## src/core/fsp_pkg.sv

```systemverilog
package fsp_pkg;
  // ---------------------------------------------------------------
  // flash geometry
  // ---------------------------------------------------------------
  localparam int unsigned WORD_ADDR_W = 15;
  localparam int unsigned PAGE_W = 8;
  // first word of the halting section (upper part of flash)
  localparam logic [14:0] HALT_BASE = 15'h7000;
  // boot part start per boot size fuse code (2 bits)
  localparam logic [14:0] BOOT_BASE_0 = 15'h7000;
  localparam logic [14:0] BOOT_BASE_1 = 15'h7800;
  localparam logic [14:0] BOOT_BASE_2 = 15'h7C00;
  localparam logic [14:0] BOOT_BASE_3 = 15'h7E00;
  // ---------------------------------------------------------------
  // lock modes (two bits per set, 1 = unprogrammed)
  // ---------------------------------------------------------------
  localparam int unsigned LOCK_WR_BIT = 0;
  localparam int unsigned LOCK_RD_BIT = 1;
  // ---------------------------------------------------------------
  // timing
  // ---------------------------------------------------------------
  localparam int unsigned PROG_TIME_NS = 4000;
  localparam int unsigned CLK_PERIOD_NS = 5;
  localparam int unsigned PROG_CYCLES =
    (PROG_TIME_NS + CLK_PERIOD_NS - 1) / CLK_PERIOD_NS;
  localparam int unsigned CNT_W = 16;
  typedef enum logic [1:0] {FSP_CMD_ERASE, FSP_CMD_WRITE,
    FSP_CMD_LOCK, FSP_CMD_OTHER} fsp_cmd_t;
endpackage

```

## src/core/fsp_region_if.sv

```systemverilog
`timescale 1ns/100ps
interface fsp_region_if;
  logic [fsp_pkg::WORD_ADDR_W-1:0] addr;
  logic [1:0] boot_size;
  logic in_boot;
  logic in_halt;
  modport owner (output addr, output boot_size, input in_boot,
    input in_halt);
  modport decoder (input addr, input boot_size, output in_boot,
    output in_halt);
endinterface

```

## src/core/fsp_region_dec.sv

```systemverilog
`timescale 1ns/100ps
module fsp_region_dec
(
  fsp_region_if.decoder rg
);
  logic [fsp_pkg::WORD_ADDR_W-1:0] boot_base;

  always_comb
  begin
    case (rg.boot_size)
      2'h0: boot_base = fsp_pkg::BOOT_BASE_0;
      2'h1: boot_base = fsp_pkg::BOOT_BASE_1;
      2'h2: boot_base = fsp_pkg::BOOT_BASE_2;
      default: boot_base = fsp_pkg::BOOT_BASE_3;
    endcase
  end

  assign rg.in_boot = (rg.addr >= boot_base);
  assign rg.in_halt = (rg.addr >= fsp_pkg::HALT_BASE);
endmodule

```

## src/core/fsp_sequencer.sv

```systemverilog
// What this block does
// - fuse-selected boundary splits flash into application and boot parts.
// - self-write fetched from the application part is refused.
// - self-write from the boot part may target any flash address.
// - lock set 0 guards application, set 1 guards boot, independently.
// - a fixed boundary splits flash into concurrent-read and halting sections.
// - programming concurrent section keeps the cpu running.
// - programming halting section stalls cpu for the whole operation.
// - boot part always lies inside the halting section.
// - busy flag reads one while concurrent-section reads are blocked.
// - busy flag stays set after programming until software clears it.
// - behaviour follows the target page section, not the fetch section.
// - target page is latched when an operation starts.
`timescale 1ns/100ps
module fsp_sequencer
#(
  parameter int unsigned PROG_CYCLES = fsp_pkg::PROG_CYCLES
)
(
  // clock and reset
  input wire logic clock,
  input wire logic reset_n,
  // fuses and locks
  input wire logic [1:0] boot_size_fuses,
  input wire logic [1:0] app_lock,
  input wire logic [1:0] boot_lock,
  // cpu request
  input wire logic self_write_req,
  input wire fsp_pkg::fsp_cmd_t self_write_cmd,
  input wire logic [fsp_pkg::WORD_ADDR_W-1:0] fetch_addr,
  input wire logic [fsp_pkg::WORD_ADDR_W-1:0] target_addr,
  input wire logic busy_clear,
  // status
  output logic cpu_stall,
  output logic concurrent_section_busy,
  output logic prog_active,
  output logic refused,
  output logic [fsp_pkg::WORD_ADDR_W-1:0] latched_addr
);
  // ---------------------------------------------------------------
  // reset release
  // ---------------------------------------------------------------
  logic rst_s1_q;
  logic rst_n_q;

  always_ff @(posedge clock or negedge reset_n)
  begin
    if (!reset_n)
    begin
      rst_s1_q <= 1'b0;
      rst_n_q <= 1'b0;
    end
    else
    begin
      rst_s1_q <= 1'b1;
      rst_n_q <= rst_s1_q;
    end
  end

  // ---------------------------------------------------------------
  // region decode for fetch and target
  // ---------------------------------------------------------------
  fsp_region_if fetch_rg();
  fsp_region_if tgt_rg();

  assign fetch_rg.addr = fetch_addr;
  assign fetch_rg.boot_size = boot_size_fuses;
  assign tgt_rg.addr = target_addr;
  assign tgt_rg.boot_size = boot_size_fuses;

  fsp_region_dec u_fetch_dec (.rg(fetch_rg));
  fsp_region_dec u_tgt_dec (.rg(tgt_rg));

  // ---------------------------------------------------------------
  // start qualification
  // ---------------------------------------------------------------
  typedef enum logic {FSP_IDLE, FSP_BUSY} fsp_state_t;
  fsp_state_t state_q;
  logic is_prog;
  logic lock_ok;
  logic start;
  logic reject;

  assign is_prog = (self_write_cmd == fsp_pkg::FSP_CMD_ERASE) ||
                   (self_write_cmd == fsp_pkg::FSP_CMD_WRITE);
  // target part picks its own lock set, the other one is ignored
  assign lock_ok = tgt_rg.in_boot ? boot_lock[fsp_pkg::LOCK_WR_BIT]
                                  : app_lock[fsp_pkg::LOCK_WR_BIT];
  // any target allowed once the fetch sits in the boot part
  assign start = self_write_req && is_prog && (state_q == FSP_IDLE) &&
                 fetch_rg.in_boot && lock_ok;
  assign reject = self_write_req && is_prog && !start;

  // ---------------------------------------------------------------
  // operation sequencing
  // ---------------------------------------------------------------
  logic [fsp_pkg::CNT_W-1:0] cnt_q;
  logic tgt_halt_q;
  logic done;

  assign done = (state_q == FSP_BUSY) &&
                (cnt_q == fsp_pkg::CNT_W'(PROG_CYCLES - 1));

  always_ff @(posedge clock or negedge rst_n_q)
  begin
    if (!rst_n_q)
    begin
      state_q <= FSP_IDLE;
      cnt_q <= '0;
    end
    else
    begin
      case (state_q)
        FSP_IDLE:
          if (start)
          begin
            state_q <= FSP_BUSY;
            cnt_q <= '0;
          end
        FSP_BUSY:
          if (done)
            state_q <= FSP_IDLE;
          else
            cnt_q <= cnt_q + 1'b1;
        default:
          state_q <= FSP_IDLE;
      endcase
    end
  end

  always_ff @(posedge clock or negedge rst_n_q)
  begin
    if (!rst_n_q)
    begin
      latched_addr <= '0;
      tgt_halt_q <= 1'b0;
    end
    else if (start)
    begin
      latched_addr <= target_addr;
      tgt_halt_q <= tgt_rg.in_halt;
    end
  end

  // ---------------------------------------------------------------
  // stall, busy and status outputs
  // ---------------------------------------------------------------
  always_ff @(posedge clock or negedge rst_n_q)
  begin
    if (!rst_n_q)
      cpu_stall <= 1'b0;
    else if (start)
      cpu_stall <= tgt_rg.in_halt;
    else if (done)
      cpu_stall <= 1'b0;
  end

  always_ff @(posedge clock or negedge rst_n_q)
  begin
    if (!rst_n_q)
      concurrent_section_busy <= 1'b0;
    else if (start && !tgt_rg.in_halt)
      concurrent_section_busy <= 1'b1;
    else if (busy_clear && state_q == FSP_IDLE)
      concurrent_section_busy <= 1'b0;
  end

  always_ff @(posedge clock or negedge rst_n_q)
  begin
    if (!rst_n_q)
    begin
      prog_active <= 1'b0;
      refused <= 1'b0;
    end
    else
    begin
      prog_active <= start || (state_q == FSP_BUSY && !done);
      refused <= reject;
    end
  end
endmodule

```

## config.mk

```make
export PLATFORM = sky130hd
export DESIGN_NAME = fsp_sequencer
export DESIGN_NICKNAME = d
export VERILOG_FILES = /design/src/core/fsp_pkg.sv /design/src/core/fsp_region_if.sv /design/src/core/fsp_region_dec.sv /design/src/core/fsp_sequencer.sv
export SDC_FILE = /design/constraint.sdc
export NUM_CORES = 1
export LEC_CHECK = 0
export BUFFER_PORTS_ARGS = -buffer_cell sky130_fd_sc_hd__buf_2
export CAP_MARGIN = 20
export CORE_MARGIN = 2
export CORE_UTILIZATION = 45
export DETAILED_ROUTE_END_ITERATION = 8
export GPL_ROUTABILITY_DRIVEN = 1
export GPL_TIMING_DRIVEN = 1
export HOLD_SLACK_MARGIN = 0.03
export PLACE_DENSITY_LB_ADDON = 0.3
export SLEW_MARGIN = 20
export SYNTH_ARGS = -nofsm -noshare
export SYNTH_HDL_FRONTEND = slang
export SYNTH_HIERARCHICAL = 1
export SYNTH_SLANG_ARGS = --single-unit
```

## constraint.sdc

```tcl
create_clock -name clock -period 1.2 [get_ports clock]
set_clock_uncertainty 0.1 [all_clocks]
set_input_delay 0.24 -clock clock [delete_from_list [all_inputs] [get_ports clock]]
set_output_delay 0.24 -clock clock [all_outputs]
set_load 0.1 [all_outputs]
```

==> out/qor.yml <==
logic_synthesis:
  ys.flop_type: "dfrtp_1"
  synth-edff-count: 0
  synth.net_count: 255
  ys_warn_count: 6
  async_reset_ff_share_pct: 100
  synth-seq-cells: 38
  syn_avg_cell_area_um2: 9.44
  yosys.cell_types.count: 38
  yosysSeqAreaShare_pct: 48.9
  syn-cell-area_um2: 1950
  syn_inst: 206
setup_path:
  cp.required_ns: 1.32
  cp_slowest_cell: "mux2_4"
  max_stage_delay_ns: 0.34
  r2r_slack_ns: -0.97
  r2r_start: "cnt_q[15]$_DFFE_PN0P_"
  start_kind: "primary input"
  r2r_cells: 5
  worstPathArrival_ns: 2.39
  crit_chain: "buf_12, inv_1, ha_1, nor4bb_2, and3_1, o21a_1, mux2_4, and2_4, a21oi_4, inv_2, a31oi_1"
  crit_end: "cnt_q[8]$_DFFE_PN0P_"
  crit_path_end_kind: "flop"
  timing.rr.end: "cnt_q[8]$_DFFE_PN0P_"
  critPathKind: "primary input to flop"
  cp_max_fo: 6
  startpoint: "boot_size_fuses[1]"
hold_path:
  hp-class: "flop to async pin"
floorplanning:
  die_h_um: 69.8
  die_width_um: 69.8
  coreArea_um2: 4090
  top_level_ports: 61
  initial_utilization_pct: 47.6
  die_area_um2: 4870
  rows: 23
run:
  maxCapViolCount: 0
timing:
  rsz0062_at_grt: "true"
  fin_ws_ns: -1.08
  relSlewSlack_pct: 60.4
  min_period_ns: 2.28
  slew_viol_final: 0
  timing.fmax_mhz: 439
  setup_viol: 55
  period_share_pct: 190
  finalHoldViolCount: 0
  worst_pin_slew_ns: 0.589
place:
  pre_cts_slack_ns: -1.19
  placed_cells_incl_taps: 346
  place_congestion: 0.859
  placedInstanceArea_um2: 2920
  hpwl_mm: 3.98
  numPortBuffers: 57
cells_and_area:
  layout-drive-gt1-share_pct: 71.2
  design_area_um2: 3700
  syn2layout_area_growth_pct: 90.2
  fin_cells: 381
  nets: 378
clock_tree:
  clock-sinks: 38
  root_buffer: "clkbuf_8"
  worstSkewPairLatency_ns: 0.31
  htreeDepth: 2
  path_clk_slew_ns: 0.09
  clockBufferDepth: 2
  numCtsBuffers: 5
  cts_tree: "done"
drt:
  via_count: 2604
  drtAntennaViolNets: 0
  drt_first_pass_iters: 6
  vias_per_cell: 6.83
  routedWlPerCell_um: 28.3
  drc: 0
  wl_mm: 10.8
  drt-initial-drc-count: 475
global_routing:
  antenna_found_initial: 1
  grtUsageTotal_pct: 32.3
  grt_pass1_wl_mm: 12.1
  grt_max_degree: 26
  overflow: 0
  first_global_vias: 2413
pwr:
  power_density_nw_per_um2: 1560
  ir_drop_mv: 1.37
  leakagePower_nw: 1.76
  finalPower_w: 0.00576
outcome:
  violations: "setup timing"
  run_status: "complete, but fails checks"
## how the worst min path moves through the flow
| stage | from | end | slack, ns |
|---|---|---|---|
| floorplan | reset_n | rst_n_q$_DFF_PN0_ | -0.16 |
| global placement | reset_n | rst_s1_q$_DFF_PN0_ | -0.07 |
| detailed placement | reset_n | rst_s1_q$_DFF_PN0_ | -0.07 |
| CTS | self_write_cmd[1] | refused$_DFF_PN0_ | 0.06 |
| global route | self_write_cmd[1] | refused$_DFF_PN0_ | 0.06 |
| finish | rst_n_q$_DFF_PN0_ | refused$_DFF_PN0_ | 0.07 |
## where the power goes
group / total, W / leakage, nW / internal (W) / switching, W
sequential: 0.00186 / 0.458 / 0.00156 / 0.000305
combinational: 0.00295 / 1.26 / 0.00127 / 0.00169
clock: 0.000944 / 0.0395 / 0.000415 / 0.000528
## logic make-up (layout without fill, tap and decap cells)
group / Yosys count / count (layout) / synth area share, %
AND/OR/NAND/NOR: 106 / 106 / 28.1
flip-flops: 38 / 38 / 48.9
AO/OA/AOI/OAI: 27 / 27 / 10.2
buffers and inverters: 17 / 141 / 3.28
adder cells (fa/ha/maj): 7 / 7 / 4.50
XOR/XNOR: 6 / 6 / 2.70
multiplexers: 4 / 4 / 2.12
other: 1 / 2 / 0.193
## worst max-delay path: cells and delay by family
kind	cells	cell delay, ns
compound gates	3	0.56
buf+inv	3	0.24
mux	1	0.34
fa+ha+maj	1	0.31
simple gates	3	0.70
## layout make-up
cell class | instances | area, um^2
Antenna cell | 1 | 2.50
Sequential cell | 38 | 976
Multi-Input combinational cell | 151 | 1360
Inverter | 11 | 41.3
Clock buffer | 8 | 80.1
Fill cell | 122 | 385
Tap cell | 50 | 62.6
Timing Repair Buffer | 122 | 1170
## flip-flops by register name, indices dropped and copies added, names as in the netlist
| signal | flops |
|---|---|
| prog_active | 1 |
| state_q | 1 |
| cpu_stall | 1 |
| rst_n_q | 1 |
| latched_addr | 15 |
| refused | 1 |
| rst_s1_q | 1 |
| concurrent_section_busy | 1 |
| cnt_q | 16 |
## what timing repair did
| item | CTS | global route |
|---|---|---|
| endpoints found under the setup margin | 55 | 55 |
| gates resized for setup | 60 | 75 |
| pin swaps | 25 | 29 |
| cloned | 5 | 0 |
| hold buffers | 1 | 0 |
| endpoints found under the hold margin | 2 | 0 |
| setup buffers | 8 | 14 |
## Yosys cell counts (4+ instances only)
cell / number / area (um^2)
or3_1: 4 / 25.0
nand3_1: 6 / 30.0
dfrtp_1: 38 / 951
clkbuf_1: 6 / 22.5
ha_1: 7 / 87.6
inv_1: 10 / 37.5
nand2_1: 58 / 218
xnor2_1: 5 / 43.8
and3_1: 5 / 31.3
nor2_1: 8 / 30.0
a21oi_1: 5 / 25.0
o21ai_0: 7 / 35.0
## per-layer routing
layer | wire length, um | vias up | part of all wire [%] | global-route usage (%)
met5 | 0 | - | 0 | 0
li1 | - | 961 | - | -
met3 | 1500 | 129 | 14 | 9.01
met1 | 3540 | 1203 | 33 | 37.0
met4 | 1020 | 0 | 9.4 | 17.5
met2 | 4740 | 311 | 44 | 54.7
## layout by cell type, fill, tap and decap left out, types with 4 or more instances in the layout
cell      instances
nand2_2          29
and3_1            5
nor2_1            4
nand3_1           4
nand2_4          17
buf_12           22
xnor2_1           5
nor2_4            4
buf_8             6
inv_1            10
buf_4            50
nand2_1          11
buf_6             7
o21ai_2           5
clkbuf_8          5
dfrtp_1          18
dfrtp_2          20
ha_4              4
buf_2            36
## per-stage QoR
stage | util [%] | hold slack [ns] | setup TNS [ns]
floorplan | - | -0.156 | -30.81
global placement | 71.5 | -0.0719 | -35.83
detailed placement | 71.5 | -0.0677 | -39.32
CTS | 81.4 | 0.0555 | -26.67
global route | 90.6 | 0.0585 | -35.89
finish | 90.6 | 0.0661 | -36.18
(Power assumes the default switching activity.)
